File: src/include/esc_write_defines.vh
`ifndef ESC_WRITE_DEFINES_VH
`define ESC_WRITE_DEFINES_VH
// ----------------------------------------------------------------
// Register byte offsets
// ----------------------------------------------------------------
`define OFS_CTRL      8'h00
`define OFS_ADP       8'h04
`define OFS_ADO       8'h08
`define OFS_LEN       8'h0c
`define OFS_CMD       8'h10
`define OFS_VALUE     8'h14
`define OFS_STATUS    8'h18
`define OFS_FAULT     8'h1c
`define OFS_WKC       8'h20
`define OFS_INT_STAT  8'h24
`define OFS_INT_MASK  8'h28
// ----------------------------------------------------------------
// Field positions
// ----------------------------------------------------------------
`define BIT_TRIG      0
`define BIT_DONE      0
`define BIT_BUSY      1
`define BIT_ERROR     2
// ----------------------------------------------------------------
// Command codes and limits
// ----------------------------------------------------------------
`define CMD_APWR      16'h0002
`define CMD_FPWR      16'h0005
`define CMD_BWR       16'h0008
`define LEN_MIN       16'h0001
`define LEN_MAX       16'h0004
`define AP_LAST       16'hffc1
`define FP_MIN        16'h0001
`define FP_MAX        16'h0040
// ----------------------------------------------------------------
// Fault codes
// ----------------------------------------------------------------
`define FAULT_NONE    16'h0000
`define FAULT_ADP     16'h0f70
`define FAULT_LEN     16'h0f71
`define FAULT_CMD     16'h0f72
`define FAULT_NO_WKC  16'h0f73
// ----------------------------------------------------------------
// Reset values
// ----------------------------------------------------------------
`define RST_WORD      32'h0000_0000
`define RST_HALF      16'h0000
`endif

File: src/rtl/slave_register_write_block.v
// How it works
// RULE1 - Start only on trigger rising edge
// RULE2 - Byte count 1..4 else fault 0x0F71
// RULE3 - Codes 2,5,8 pick APWR, FPWR, BWR
// RULE4 - Other command codes give fault 0x0F72
// RULE5 - Address out of range gives fault 0x0F70
// RULE6 - Broadcast ignores position address entirely
// RULE7 - Auto-increment accepts 0x0000 down to 0xFFC1
// RULE8 - Configured address accepts 1 through 64
// RULE9 - Slave seeing address zero performs write
// RULE10 - Matching station address slave writes bytes
// RULE11 - Broadcast: every slave writes, counts one
// RULE12 - Working count zero at start, shown at done
// RULE13 - Each writing slave adds one to count
// RULE14 - Done only after slave wrote normally
// RULE15 - Write only low bytes of value
// RULE16 - Register offset becomes target address
// RULE17 - Busy during transaction; error with fault code
// RULE18 - No done with error; ignore triggers while busy
//
// Design decisions made here: the APB interface to the registers and the address map.
`timescale 1ns/1ns
`default_nettype none
`include "esc_write_defines.vh"
module slave_register_write_block (
  input  wire        sys_clk,
  input  wire        rst_n,
  input  wire        psel,
  input  wire        penable,
  input  wire        pwrite,
  input  wire [7:0]  paddr,
  input  wire [31:0] pwdata,
  output reg  [31:0] prdata,
  output reg         pready,
  output reg         pslverr,
  output reg         req_valid,
  input  wire        req_ready,
  output reg  [15:0] req_cmd,
  output reg  [15:0] req_adp,
  output reg  [15:0] req_ado,
  output reg  [2:0]  req_len,
  output reg  [31:0] req_data,
  input  wire        resp_valid,
  input  wire [15:0] resp_wkc,
  output reg         done,
  output reg         busy,
  output reg         error,
  output reg         irq
);
  // ----------------------------------------------------------------
  // States
  // ----------------------------------------------------------------
  // Idle, request offered, result awaited
  localparam [1:0] ST_IDLE = 2'd0;
  localparam [1:0] ST_SEND = 2'd1;
  localparam [1:0] ST_WAIT = 2'd2;

  // ----------------------------------------------------------------
  // Storage
  // ----------------------------------------------------------------
  // Sequencer state and trigger history
  reg [1:0]  state_q;
  reg        trig_q;
  reg        trig_prev_q;

  // Request fields as software last wrote them
  reg [15:0] adp_q;
  reg [15:0] ado_q;
  reg [15:0] len_q;
  reg [15:0] cmd_q;
  reg [31:0] value_q;

  // Outcome of the last transaction
  reg [15:0] fault_q;
  reg [15:0] wkc_q;

  // Sticky event bits and their enables
  reg [1:0]  int_stat_q;
  reg [1:0]  int_mask_q;

  // Combinational helpers
  reg [31:0] rd_d;
  reg        hit_d;
  reg        bad_len;
  reg        bad_cmd;
  reg        bad_adp;
  reg [31:0] mask_d;
  reg [1:0]  int_stat_d;

  // ----------------------------------------------------------------
  // Bus decode
  // ----------------------------------------------------------------
  // Setup cycle and completing write access
  wire setup  = psel & ~penable;
  wire wr_acc = psel & penable & pready & pwrite;
  // Only the 0 to 1 step of the trigger counts, and only while idle, so
  // edges during a transfer are dropped rather than queued
  wire start  = trig_q & ~trig_prev_q & (state_q == ST_IDLE); // RULE1 RULE18
  wire ev_done;
  wire ev_err;

  // Read mux and address hit for the setup cycle
  // Unmapped offsets read zero and raise pslverr
  always @* begin
    rd_d  = `RST_WORD;
    hit_d = 1'b1;
    case (paddr)
      `OFS_CTRL:     rd_d = {31'h0000_0000, trig_q};
      `OFS_ADP:      rd_d = {16'h0000, adp_q};
      `OFS_ADO:      rd_d = {16'h0000, ado_q};
      `OFS_LEN:      rd_d = {16'h0000, len_q};
      `OFS_CMD:      rd_d = {16'h0000, cmd_q};
      `OFS_VALUE:    rd_d = value_q;
      `OFS_STATUS:   rd_d = {29'h0000_0000, error, busy, done};
      `OFS_FAULT:    rd_d = {16'h0000, fault_q};
      `OFS_WKC:      rd_d = {16'h0000, wkc_q};
      `OFS_INT_STAT: rd_d = {30'h0000_0000, int_stat_q};
      `OFS_INT_MASK: rd_d = {30'h0000_0000, int_mask_q};
      default:       hit_d = 1'b0;
    endcase
  end

  // No wait states: ready rises in the first access cycle
  // Read data is frozen at setup so the access returns one snapshot
  always @(posedge sys_clk or negedge rst_n) begin
    if (!rst_n) begin
      pready  <= 1'b0;
      pslverr <= 1'b0;
      prdata  <= `RST_WORD;
    end else begin
      pready  <= setup;
      pslverr <= setup & ~hit_d;
      if (setup) begin
        prdata <= rd_d;
      end
    end
  end

  // ----------------------------------------------------------------
  // Software registers
  // ----------------------------------------------------------------
  // Writes land at the completing access edge; a trigger write is
  // seen as an edge one cycle later
  always @(posedge sys_clk or negedge rst_n) begin
    if (!rst_n) begin
      trig_q      <= 1'b0;
      trig_prev_q <= 1'b0;
      adp_q       <= `RST_HALF;
      ado_q       <= `RST_HALF;
      len_q       <= `RST_HALF;
      cmd_q       <= `RST_HALF;
      value_q     <= `RST_WORD;
      int_mask_q  <= 2'b00;
    end else begin
      trig_prev_q <= trig_q;
      if (wr_acc) begin
        case (paddr)
          `OFS_CTRL:     trig_q     <= pwdata[`BIT_TRIG];
          `OFS_ADP:      adp_q      <= pwdata[15:0];
          `OFS_ADO:      ado_q      <= pwdata[15:0];
          `OFS_LEN:      len_q      <= pwdata[15:0];
          `OFS_CMD:      cmd_q      <= pwdata[15:0];
          `OFS_VALUE:    value_q    <= pwdata;
          `OFS_INT_MASK: int_mask_q <= pwdata[1:0];
          default:       trig_q     <= trig_q;
        endcase
      end
    end
  end

  // ----------------------------------------------------------------
  // Request checks
  // ----------------------------------------------------------------
  // Fault priority is count, then command, then address
  // Auto-increment wraps: 0 is the first slave, 0xffff the second
  always @* begin
    bad_len = (len_q < `LEN_MIN) || (len_q > `LEN_MAX); // RULE2
    bad_cmd = 1'b0;
    bad_adp = 1'b0;
    case (cmd_q) // RULE3
      `CMD_APWR: bad_adp = (adp_q != `RST_HALF) && (adp_q < `AP_LAST); // RULE5 RULE7
      `CMD_FPWR: bad_adp = (adp_q < `FP_MIN) || (adp_q > `FP_MAX);    // RULE5 RULE8
      `CMD_BWR:  bad_adp = 1'b0;                                       // RULE6
      default:   bad_cmd = 1'b1;                                       // RULE4
    endcase
  end

  // Byte mask from count
  // Bytes above the count are forced to zero so no stale data leaves
  always @* begin
    case (len_q[2:0])
      3'd1:    mask_d = 32'h0000_00ff;
      3'd2:    mask_d = 32'h0000_ffff;
      3'd3:    mask_d = 32'h00ff_ffff;
      default: mask_d = 32'hffff_ffff;
    endcase
  end

  // ----------------------------------------------------------------
  // Transaction sequencer
  // ----------------------------------------------------------------
  // Idle checks the request on a trigger edge; send holds the request
  // until the network takes it; wait keeps busy high until the result
  // returns, then done or error stands until the next start
  always @(posedge sys_clk or negedge rst_n) begin
    if (!rst_n) begin
      state_q   <= ST_IDLE;
      req_valid <= 1'b0;
      req_cmd   <= `RST_HALF;
      req_adp   <= `RST_HALF;
      req_ado   <= `RST_HALF;
      req_len   <= 3'd0;
      req_data  <= `RST_WORD;
      done      <= 1'b0;
      busy      <= 1'b0;
      error     <= 1'b0;
      fault_q   <= `FAULT_NONE;
      wkc_q     <= `RST_HALF;
    end else begin
      case (state_q)
        ST_IDLE: begin
          if (start) begin
            done    <= 1'b0;
            error   <= 1'b0;
            wkc_q   <= `RST_HALF; // RULE12
            fault_q <= `FAULT_NONE;
            if (bad_len) begin
              error   <= 1'b1; // RULE2 RULE17
              fault_q <= `FAULT_LEN;
            end else if (bad_cmd) begin
              error   <= 1'b1; // RULE4 RULE17
              fault_q <= `FAULT_CMD;
            end else if (bad_adp) begin
              error   <= 1'b1; // RULE5 RULE17
              fault_q <= `FAULT_ADP;
            end else begin
              busy      <= 1'b1; // RULE17
              req_valid <= 1'b1;
              req_cmd   <= cmd_q;
              req_adp   <= (cmd_q == `CMD_BWR) ? `RST_HALF : adp_q; // RULE6
              req_ado   <= ado_q;            // RULE16
              req_len   <= len_q[2:0];
              req_data  <= value_q & mask_d; // RULE15
              state_q   <= ST_SEND;
            end
          end
        end
        ST_SEND: begin
          // The network may stall; the request stands until it is taken
          if (req_ready) begin
            req_valid <= 1'b0;
            state_q   <= ST_WAIT;
          end
        end
        ST_WAIT: begin
          if (resp_valid) begin
            busy    <= 1'b0; // RULE18
            wkc_q   <= resp_wkc; // RULE12 RULE13
            state_q <= ST_IDLE;
            // A zero count means no slave wrote: reported as a fault
            if (resp_wkc != `RST_HALF) begin
              done <= 1'b1; // RULE14 RULE11
            end else begin
              error   <= 1'b1; // RULE17 RULE18
              fault_q <= `FAULT_NO_WKC;
            end
          end
        end
        default: begin
          // Unused code falls back to idle with the request withdrawn
          state_q   <= ST_IDLE;
          req_valid <= 1'b0;
          busy      <= 1'b0;
        end
      endcase
    end
  end

  // ----------------------------------------------------------------
  // Interrupts
  // ----------------------------------------------------------------
  // One-cycle event strobes at the edge that sets done or error
  assign ev_done = (state_q == ST_WAIT) & resp_valid & (resp_wkc != `RST_HALF);
  assign ev_err  = (start & (bad_len | bad_cmd | bad_adp)) |
                   ((state_q == ST_WAIT) & resp_valid & (resp_wkc == `RST_HALF));

  // Write one clears; a new event wins over the clear
  // so an event in the clearing cycle is never lost
  always @* begin
    int_stat_d = int_stat_q;
    if (wr_acc && (paddr == `OFS_INT_STAT)) begin
      int_stat_d = int_stat_q & ~pwdata[1:0];
    end
    int_stat_d = int_stat_d | {ev_err, ev_done};
  end

  // irq follows the next status value so it rises with the bit
  always @(posedge sys_clk or negedge rst_n) begin
    if (!rst_n) begin
      int_stat_q <= 2'b00;
      irq        <= 1'b0;
    end else begin
      int_stat_q <= int_stat_d;
      irq        <= |(int_stat_d & int_mask_q);
    end
  end
endmodule
`default_nettype wire

File: config.mk
export PLATFORM = sky130hd
export DESIGN_NAME = slave_register_write_block
export DESIGN_NICKNAME = d
export VERILOG_FILES = /design/src/rtl/slave_register_write_block.v
export VERILOG_INCLUDE_DIRS = /design/src /design/src/include
export SDC_FILE = /design/constraint.sdc
export NUM_CORES = 1
export LEC_CHECK = 0
export BUFFER_PORTS_ARGS = -buffer_cell sky130_fd_sc_hd__buf_2
export CORE_MARGIN = 2
export CORE_UTILIZATION = 55
export DETAILED_ROUTE_END_ITERATION = 10
export PLACE_DENSITY = 0.84
export RECOVER_POWER = 50
export SYNTH_ARGS = -nofsm -noshare
export SYNTH_HDL_FRONTEND = slang
export SYNTH_SLANG_ARGS = --single-unit
File: constraint.sdc
create_clock -name sys_clk -period 3.3 [get_ports sys_clk]
set_input_delay 0.165 -clock sys_clk [delete_from_list [all_inputs] [get_ports sys_clk]]
set_output_delay 0.165 -clock sys_clk [all_outputs]
set_load 0.03 [all_outputs]
==> results of run 1 <==
## tightest hold or removal path, cell delays in order
cell and delay (ns):
buf_2 0.18, nand2_1 0.09, o21ai_0 0.09
## Yosys cell counts (8+ instances only)
cell type,count,share of area (%)
nand2_1,91,3.3
clkbuf_1,42,1.5
nor2_1,13,0.47
inv_1,9,0.33
mux2_2,95,10
nand3_1,28,1.4
a21o_1,12,0.87
a22o_1,41,3.5
nor4_1,12,0.73
buf_6,8,0.87
o21ai_0,63,3.1
and2_1,15,0.91
dfrtp_1,244,59
a22oi_1,24,1.7
mux2_4,31,4.5
o21ai_1,9,0.44
## state kept, by name (all words and copies together) (netlist names), 2 cells and up
| register | count |
|---|---|
| ado_q | 16 |
| req_cmd | 16 |
| value_q | 32 |
| len_q | 16 |
| req_adp | 16 |
| int_mask_q | 2 |
| req_data | 32 |
| adp_q | 16 |
| prdata | 32 |
| cmd_q | 16 |
| fault_q | 3 |
| wkc_q | 16 |
| state_q | 2 |
| req_ado | 16 |
| int_stat_q | 2 |
| req_len | 3 |
## cell type report
class	instances	area, um2
sequential	244	6110
tap	234	293
timing repair buffer	263	1500
inverter	9	33.8
multi-input combinational	523	3930
fill	1354	5840
clock buffer	33	726
clock inverter	10	154
## layer usage
layer  track usage [%]  vias up
met5                 0        -
met4              10.4        0
met3              5.98       86
met2              49.2      540
met1              39.8     4003
li1                  -     3518
## report_power, final
group | internal [mW] | switching, mW
registers | 3.01 | 0.0188
clock network | 1.85 | 1.15
logic | 0.0995 | 0.163
## repair_timing
item / 4_1_cts / 5_1_grt
endpoints found under the hold margin: 202 / 0
hold buffers: 50 / 0
endpoints found under the setup margin: 0 / 0
## cell usage in the layout (no fill, tap or decap), types with 9 or more instances in the layout
cell and n:
and2_1 15, mux2_2 95, nand2_1 91, nand3_1 28, a21o_1 12, mux2_4 31, buf_4 27, o21ai_1 9
nor2_1 13, dlygate4sd3_1 50, a22oi_1 24, clkbuf_16 25, o21ai_0 63, clkbuf_1 123, buf_2 62, inv_1 9
a22o_1 41, nor4_1 12, dfrtp_1 244
## cells by family after synthesis
| kind of cell | after synthesis | share of synthesized area, % |
|---|---|---|
| multiplexers | 127 | 15.0 |
| AND/OR/NAND/NOR | 207 | 10.1 |
| buffers and inverters | 65 | 2.95 |
| XOR/XNOR | 1 | 0.0849 |
| AO/OA/AOI/OAI | 188 | 12.7 |
| flip-flops | 244 | 59.2 |
## through the flow
stage | util, % | area (um2) | instances | hold WS [ns] | power, mW
3_3_place_gp | 62.0 | 11500 | 1223 | 0.245 | 3.29
5_1_grt | 68.6 | 12700 | 1316 | 0.0954 | 6.47
2_1_floorplan | - | 10300 | 832 | -0.131 | 3.14
4_1_cts | 69.5 | 12900 | 1316 | 0.0638 | 6.32
6_report | 68.6 | 12700 | 1316 | 0.0866 | 6.29
3_5_place_dp | 62.0 | 11500 | 1223 | 0.242 | 3.30
## worst max-delay path by stage
stage / start / to / slack, ns / depth (start not counted)
after global placement: adp_q[1] / req_data[13] / 0.47 / 7
final: adp_q[1] / req_ado[2] / 0.37 / 6
after floorplan: adp_q[1] / req_ado[0] / 0.71 / 8
after detailed placement: adp_q[1] / req_data[12] / 0.39 / 7
after global routing: adp_q[1] / req_data[10] / 0.25 / 7
after CTS: adp_q[1] / req_data[12] / 0.36 / 7
==> summary.md, run 1 <==
| Metric | Value |
|---|---|
| Status | finished, violations left |
| Failing checks | max-capacitance violations, max-slew violations |
| Worst min-delay path endpoint | adp_q[0] |
| Die Wd | 141 um |
| EDFF count, synth | 0 |
| GPL Wtd Cong | 0.956 |
| GRT Overall Usage | 29.8% |
| Ports | 185 |
| Cells after synthesis | 832 |
| First-pass GRT wire length | 46000 um |
| Routed wl met2 | 14200 um |
| Predominant post-synthesis flop cell | dfrtp_1 |
| Sequential share of the synthesized area | 59.2% |
| Routed len/inst | 22.4 um |
| Cell family with most CP delay | simple AND/OR/NAND/NOR gates |
| Max cap viols | 2 |
| Die Ht | 141 um |
| Fmax | 0.341 GHz |
| Die Area | 0.0199 mm2 |
| Slowest stage delay, CP | 0.60 ns |
| Cell Rows | 50 |
| Syn nets | 895 |
| Leakage | 6.29 nW |
| Ys async rst share | 100% |
| Critical Path Sink Type | flip-flop |
| WS Path Type | flip-flop to flip-flop |
| Total CTS buffers | 25 |
| Final Hold Fails | 0 |
| Crit path max-delay cell type | or2_4 |
| Power density over the cells | 494 mW/mm2 |
| Setup-failing EPs final | 0 |
| Slew Viols, Final | 138 |
| Root buffer cell | clkbuf_16 |
| ANT cells | 0 |
| FF+latch count, synth | 244 |
| Initial antenna violation count | 0 |
| Clock Latency Late Sink | 0.52 ns |
| RSZ-0062 raised after global routing | no |
| Crit-path max FO | 81 |
| Clock skew | 0.0166 ns |
| Area delta synth->final | 23.4% |
| Peak supply drop | 0.000374 V |
| Setup TNS | 0 ns |
| Half-perimeter wire length after placement | 18900 um |
| Register-to-Register Path Depth | 6 |
| CTS max path bufs | 3 |
| Worst slack, placed | 0.386 ns |
| Unique masters post-synth | 51 |
| Starting Density | 55.5% |
| Critical Path Start Type | flip-flop |
| Crit path time final | 2.93 ns |
| Routed wire length | 29400 um |
| Via count | 8147 |
| Overflow after GRT | 0 |
| WP buf/inv | 0 |
| Hold Crit Class | primary input to flip-flop |
| CTS clock-pin slew for the worst setup and hold paths | 0.06 ns |
| # H-tree levels | 1 |
| CP cell instances | or4_4 > or4_1 > o32ai_1 > o2111ai_2 > or2_4 > mux2_4 |
| R2R Path End | req_ado[2] |
| Vias in the first global route | 8357 |
| Core Box Area | 0.0186 mm2 |
| Hold Crit Depth | 3 |
| DRT antenna net count | 0 |
| Setup bufs post-CTS | 0 |
| Worst Path Required | 3.69 ns |
| # port buffers | 184 |
| WL met3 | 3010 um |
| R2r startpoint | adp_q[1] |
| Drt drc | 0 |
| Initial DRC Count | 931 |
| Sink Count | 244 |
| Hold_sp | pwdata[0] |
| Vias per cell | 6.19 |
| DRT met1 WL | 11400 um |
| Mean post-synth cell area | 12.4 um2 |
| Detailed Routing Iterations Pass 1 | 5 |
| Synthesis Warnings | 0 |
| CTS tree | yes |
| Fin nets | 1129 |
| Share of cells above drive strength 1 | 25.0% |
| Highest metal used | met4 |
| Slew headroom | -72.1% |
| Tcrit/Tclk final | 88.8% |
| Mapped Area | 0.0103 mm2 |
| R2R setup slack | 0.37 ns |
| WP data arrival | 3.32 ns |
| Setup WS post-layout | 0.368 ns |
| Worst-Margin Slew | 2.58 ns |
| Post-CTS sizing | 0 |
| Pin count of the biggest net entering global routing | 104 |
No activity file was read; power rests on OpenSTA's default activity.
==> inputs of run 2 (changes only) <==
==> constraint.sdc (replaced) <==
create_clock -name sys_clk -period 3.4 [get_ports sys_clk]
set_input_delay 0.17 -clock sys_clk [delete_from_list [all_inputs] [get_ports sys_clk]]
set_output_delay 0.17 -clock sys_clk [all_outputs]
set_load 0.03 [all_outputs]
==> run 2 against run 1 <==
Net effect:
- non-clock buffer count down 3
- clock skew decreased by 0.0023 ns
- flip-flop and latch count is the same
- the flow still finishes with violations (max-capacitance violations, max-slew violations)
- sequential share of layout area up 0.36 points
- largest power group unchanged
- register-to-register slack gained 0.09 ns
- via count is 0.34% lower
- die area stayed put
- final cell count fell by 0.15%
- maximum frequency shrank 0.24%
- utilization is 0.51 points lower
- first-iteration DRC count shrank 21%
==> summary.md, run 2 (synthesis gave the netlist of run 1 again) <==
| Metric | Value |
|---|---|
| R2r startpoint | adp_q[1] |
| Crit path time final | 2.94 ns (+0.00701 ns) |
| Ports | 185 (unchanged) |
| Total CTS buffers | 24 (-4.0%) |
| Worst-Margin Slew | 2.62 ns (+0.0381 ns) |
| Routed wire length | 28900 um (-1.7%) |
| # H-tree levels | 1 (unchanged) |
| Status | finished, violations left |
| Final core occ | 68.1% (-0.51 points) |
| Post-CTS sizing | 0 (unchanged) |
| Setup TNS | 0 ns (unchanged) |
| Psw | 1.26 mW (-5.1%) |
| Sink Count | 244 (unchanged) |
| Setup-failing EPs final | 0 (unchanged) |
| Cell Rows | 50 (unchanged) |
| Slew Viols, Final | 138 (unchanged) |
| CTS clock-pin slew for the worst setup and hold paths | 0.06 ns (about the same) |
| Core Box Area | 0.0186 mm2 (unchanged) |
| Crit-path max FO | 71 (-12%) |
| Share of cells above drive strength 1 | 24.5% (-0.42 points) |
| Leakage | 6.24 nW (-0.80%) |
| Slowest stage delay, CP | 0.92 ns (+0.32 ns) |
| Half-perimeter wire length after placement | 18500 um (-2.6%) |
| WP data arrival | 3.31 ns (about the same) |
| GRT Overall Usage | 29.0% (-0.76 points) |
| Clk network pwr share | 46.0% (-1.7 points) |
| GPL Wtd Cong | 0.925 (-3.3%) |
| # port buffers | 184 (unchanged) |
| Overflow after GRT | 0 (unchanged) |
| WS Path Type | flip-flop to flip-flop |
| Top Registers | prdata: 32 flops, req_data: 32 flops, value_q: 32 flops |
| Die Area | 0.0199 mm2 (unchanged) |
| Starting Density | 55.5% (unchanged) |
| Fmax | 0.340 GHz (-0.24%) |
| Detailed Routing Iterations Pass 1 | 5 (unchanged) |
| Critical Path Start Type | flip-flop |
| Via count | 8119 (-0.34%) |
| Routed len/inst | 22.0 um (-1.6%) |
| Most frequent cells in the layout | 244 x dfrtp_1, 128 x clkbuf_1, 95 x mux2_2 |
| Pin count of the biggest net entering global routing | 104 (unchanged) |
| CP cell instances | or4_4 > nor3_1 > o32ai_1 > o2111ai_2 > or2_4 > buf_4 > o21ai_0 |
| Die Ht | 141 um (unchanged) |
| First-pass GRT wire length | 45200 um (-1.6%) |
| DRT antenna net count | 0 (unchanged) |
| Vias per cell | 6.18 (-0.19%) |
| Final Hold Fails | 0 (unchanged) |
| Vias in the first global route | 8130 (-2.7%) |
| CTS tree | yes |
| Reg power frac | 49.7% (+1.5 points) |
| Initial antenna violation count | 0 (unchanged) |
| Switching share of power | 21.4% (+0.21 points) |
| Fin nets | 1125 (-0.35%) |
| Comb pwr share | 4.3% (about the same) |
| Die Wd | 141 um (unchanged) |
| Worst Path Required | 3.77 ns (+0.08 ns) |
| Failing checks | max-capacitance violations, max-slew violations |
| Crit. Startpoint | adp_q[1] |
| Hold Crit Class | primary input to flip-flop |
| RSZ-0062 raised after global routing | no |
| Most common cell after layout, fill and taps aside | dfrtp_1 |
| Clock skew | 0.0143 ns (-0.00231 ns) |
| Power density over the cells | 468 mW/mm2 (-5.3%) |
| Max cap viols | 2 (unchanged) |
| Area delta synth->final | 22.5% |
| ANT cells | 0 (unchanged) |
| CTS max path bufs | 3 (unchanged) |
| Internal power | 4.65 mW (-6.3%) |
| Drt drc | 0 (unchanged) |
| # hold bufs at CTS | 48 (-4.0%) |
| Tcrit/Tclk final | 86.4% (-2.4 points) |
| Root buffer cell | clkbuf_16 |
| Hold_sp | pwdata[0] |
| Clock Latency Late Sink | 0.52 ns (about the same) |
| Slew headroom | -74.6% (-2.5 points) |
| Crit path max-delay cell type | or2_4 |
| Initial DRC Count | 732 (-21%) |
| Peak supply drop | 0.000346 V (-7.6%) |
| Critical Path Sink Type | flip-flop |
| Setup bufs post-CTS | 0 (unchanged) |
-- run 2: cell count changes in the layout (fill, tap and decap cells not counted) --
cell / previous run / this run
clkbuf_1: 123 / 128
dlygate4sd3_1: 50 / 48
clkinv_2: 5 / 4
buf_2: 62 / 63
buf_4: 27 / 25
clkbuf_8: 7 / 6
inv_6: 1 / 0
clkbuf_2: 1 / 2
bufinv_16: 4 / 2
-- run 2: final timing paths --
check / slack (ns) / endpoint / cells after the start
setup reg to reg: 0.46 / req_data[28] / 7
setup / recovery: 0.46 / req_data[28] / 7
min in group asynchronous: 0.99 / wkc_q[13] / 2
hold reg to reg: 0.46 / trig_prev_q / 0
hold / removal: 0.02 / adp_q[0] / 3
max in group asynchronous: 0.71 / req_data[0] / 3
-- run 2: stage by stage --
step,cell area (um2),total power [mW],hold WS [ns],instances,worst slack (ns)
finish,12600,5.91,0.0204,1314,0.461
global route,12600,6.11,0.00772,1314,0.177
CTS,12800,5.94,0.00488,1314,0.457
detailed placement,11500,3.20,0.271,1222,0.463
global placement,11500,3.20,0.273,1222,0.544
floorplan,10300,3.05,-0.126,832,0.808
-- run 2: power groups by stage --
stage | combinational (mW) | clock (mW) | sequential [mW]
after floorplan | 0.0466 | 0 | 3.00
after global placement | 0.207 | 0 | 2.99
after detailed placement | 0.210 | 0 | 2.99
after CTS | 0.253 | 2.75 | 2.94
after global routing | 0.279 | 2.89 | 2.94
final | 0.254 | 2.72 | 2.94
-- run 2: critical path: cells and delay by family (launching register included) --
family	cells	cell delay, ns
compound gates	3	0.44
flops	1	0.39
buf+inv	1	0.34
simple gates	3	1.62
-- run 2: layer usage --
layer | wire, um | GRT usage [%]
met5 | 0 | 0
met4 | 779 | 9.95
met3 | 2780 | 6.49
met2 | 13700 | 46.6
met1 | 11700 | 39.6
-- run 2: final cells by class --
| type | instances | area (um2) |
|---|---|---|
| Multi-Input combinational cell | 523 | 3930 |
| Clock buffer | 38 | 734 |
| Fill cell | 1318 | 5930 |
| Clock inverter | 6 | 80.1 |
| Tap cell | 234 | 293 |
| Inverter | 9 | 33.8 |
| Sequential cell | 244 | 6110 |
| Timing Repair Buffer | 260 | 1470 |
==> inputs of run 3 (changes only) <==
--- a/config.mk
+++ b/config.mk
@@ -10,6 +10,7 @@
 export CORE_MARGIN = 2
 export CORE_UTILIZATION = 55
 export DETAILED_ROUTE_END_ITERATION = 10
+export MAX_ROUTING_LAYER = met4
 export PLACE_DENSITY = 0.84
 export RECOVER_POWER = 50
 export SYNTH_ARGS = -nofsm -noshare
==> run 3 against run 2 <==
Net effect:
- the flow still finishes with violations (max-capacitance violations, max-slew violations)
- sequential power about the same
- utilization decreased by 0.12 points
- clock-buffer cell count decreased by 1
- non-clock buffer count unchanged
==> summary.md, run 3 (synthesis gave the netlist of run 1 again) <==
| Metric | Value |
|---|---|
| Status | finished, violations left |
| Failing checks | max-capacitance violations, max-slew violations |
| Clock Latency Late Sink | 0.51 ns (about the same) |
| WP data arrival | 3.32 ns (about the same) |
| Most common cell after layout, fill and taps aside | dfrtp_1 |
| Setup TNS | 0 ns (unchanged) |
| # port buffers | 184 (unchanged) |
| CTS max path bufs | 3 (unchanged) |
| Hold Crit Class | primary input to flip-flop |
| Setup bufs post-CTS | 0 (unchanged) |
| Share of cells above drive strength 1 | 24.9% (+0.39 points) |
| Power density over the cells | 463 mW/mm2 (-1.1%) |
| Die Ht | 141 um (unchanged) |
| Vias in the first global route | 7953 (-2.2%) |
| GPL Wtd Cong | 0.938 (+1.4%) |
| Routed wire length | 28300 um (-2.1%) |
| Leakage | 6.25 nW (+0.13%) |
| Critical Path Start Type | flip-flop |
| RSZ-0062 raised after global routing | no |
| R2R setup slack | 0.47 ns (about the same) |
| Initial DRC Count | 770 (+5.2%) |
| WS Path Type | flip-flop to flip-flop |
| First-pass GRT wire length | 44200 um (-2.3%) |
| GRT Overall Usage | 29.3% (+0.25 points) |
| Worst-Margin Slew | 2.61 ns (-0.0109 ns) |
| Area delta synth->final | 22.3% |
| Die Area | 0.0199 mm2 (unchanged) |
| Core Box Area | 0.0186 mm2 (unchanged) |
| Critical Path Sink Type | flip-flop |
| CTS tree | yes |
| Crit-path max FO | 70 (-1.4%) |
| Sink Count | 244 (unchanged) |
| Pin count of the biggest net entering global routing | 117 (+13%) |
| Cell family with most CP delay | simple AND/OR/NAND/NOR gates |
| WP buf/inv | 1 (unchanged) |
| # H-tree levels | 1 (unchanged) |
| Crit path time final | 2.93 ns (-0.0118 ns) |
| Worst Path Required | 3.79 ns (+0.02 ns) |
| Most frequent cells in the layout | 244 x dfrtp_1, 123 x clkbuf_1, 95 x mux2_2 |
| Starting Density | 55.5% (unchanged) |
| Clock skew | 0.0105 ns (-0.00384 ns) |
| Final Hold Fails | 0 (unchanged) |
| Crit. Startpoint | adp_q[1] |
| Via count | 7977 (-1.7%) |
| Die Wd | 141 um (unchanged) |
| DRT antenna net count | 0 (unchanged) |
| Crit path depth | 7 (unchanged) |
| Slowest stage delay, CP | 0.59 ns (-0.33 ns) |
| # hold bufs at CTS | 48 (unchanged) |
| ANT cells | 0 (unchanged) |
| Half-perimeter wire length after placement | 18400 um (about the same) |
| Slew headroom | -73.9% (+0.72 points) |
| Overall power | 5.84 mW (-1.3%) |
| Setup-failing EPs final | 0 (unchanged) |
| Hold_sp | resp_valid |
| Fin nets | 1126 (+0.089%) |
| CP cell instances | or4_4 > or4_1 > o32ai_1 > o2111ai_2 > or2_4 > buf_4 > and2_1 |
| Ports | 185 (unchanged) |
| Cell Rows | 50 (unchanged) |
| Slew Viols, Final | 151 (+9.4%) |
| Drt drc | 0 (unchanged) |
| CTS clock-pin slew for the worst setup and hold paths | 0.06 ns (about the same) |
| Top Registers | prdata: 32 flops, req_data: 32 flops, value_q: 32 flops |
| Max cap viols | 2 (unchanged) |
| Post-CTS sizing | 0 (unchanged) |
| Vias per cell | 6.08 (-1.7%) |
| Root buffer cell | clkbuf_16 |
| Total CTS buffers | 25 (+4.2%) |
| R2r startpoint | adp_q[1] |
| Tcrit/Tclk final | 86.1% (-0.35 points) |
| Peak supply drop | 0.000306 V (-12%) |
| Initial antenna violation count | 0 (unchanged) |
| Overflow after GRT | 0 (unchanged) |
| Routed len/inst | 21.6 um (-2.0%) |
| R2R Path End | req_cmd[13] |
| Setup crit end | req_cmd[13] |
| Crit path max-delay cell type | or2_4 |
| Detailed Routing Iterations Pass 1 | 6 (+1) |
| Fmax | 0.342 GHz (+0.40%) |
| Register-to-Register Path Depth | 7 (unchanged) |
==> run 3: cell types whose count changed in the layout (fill, tap and decap cells not counted), sizes merged <==
cell	change
bufinv	-1
buf	+5
inv	+1
clkbuf	-6
==> run 3: routing by layer <==
metal | global-route usage, % | share of wire (%)
met4 | 9.26 | 3.0
met3 | 5.23 | 9.1
met2 | 46.0 | 47
met5 | - | 0
met1 | 39.4 | 41
==> run 3: through the flow <==
step / std cells / worst slack, ns / utilization, % / hold slack, ns / area (um2)
after floorplan: 832 / 0.808 / - / -0.126 / 10300
after global placement: 1222 / 0.546 / 62.0 / 0.313 / 11500
after detailed placement: 1222 / 0.483 / 62.0 / 0.305 / 11500
after CTS: 1313 / 0.449 / 68.8 / 0.0135 / 12800
after global routing: 1313 / 0.216 / 67.9 / 0.0477 / 12600
final: 1313 / 0.473 / 67.9 / 0.0242 / 12600
==> run 3: where the power goes <==
group | leakage [nW] | switching [mW] | total [mW] | internal [mW]
registers | 3.36 | 0.0175 | 2.94 | 2.92
logic | 2.50 | 0.157 | 0.252 | 0.0956
clock network | 0.393 | 1.09 | 2.65 | 1.55
total | 6.25 | 1.27 | 5.84 | 4.57
==> run 3: worst register-to-register path, delay by kind of cell, from the launching register on <==
kind                   cells  cell delay [ns]
AND/OR/NAND/NOR            4             1.74
flip-flops                 1             0.40
buffers and inverters      1             0.36
AO/OA/AOI/OAI              2             0.31
==> run 3: worst min path at each step <==
stage / endpoint / slack, ns / depth (start not counted)
final: state_q[1] / 0.02 / 4
after global routing: adp_q[1] / 0.05 / 3
after CTS: adp_q[0] / 0.01 / 3
after detailed placement: wkc_q[7] / 0.31 / 1
after global placement: wkc_q[7] / 0.31 / 1
after floorplan: ado_q[0] / -0.13 / 0
==> run 3: final cells by class <==
type | count | area [um2]
Timing Repair Buffer | 260 | 1470
Multi-Input combinational cell | 523 | 3930
Clock inverter | 6 | 58.8
Fill cell | 1330 | 5960
Inverter | 9 | 33.8
Tap cell | 234 | 293
Sequential cell | 244 | 6110
Clock buffer | 37 | 731
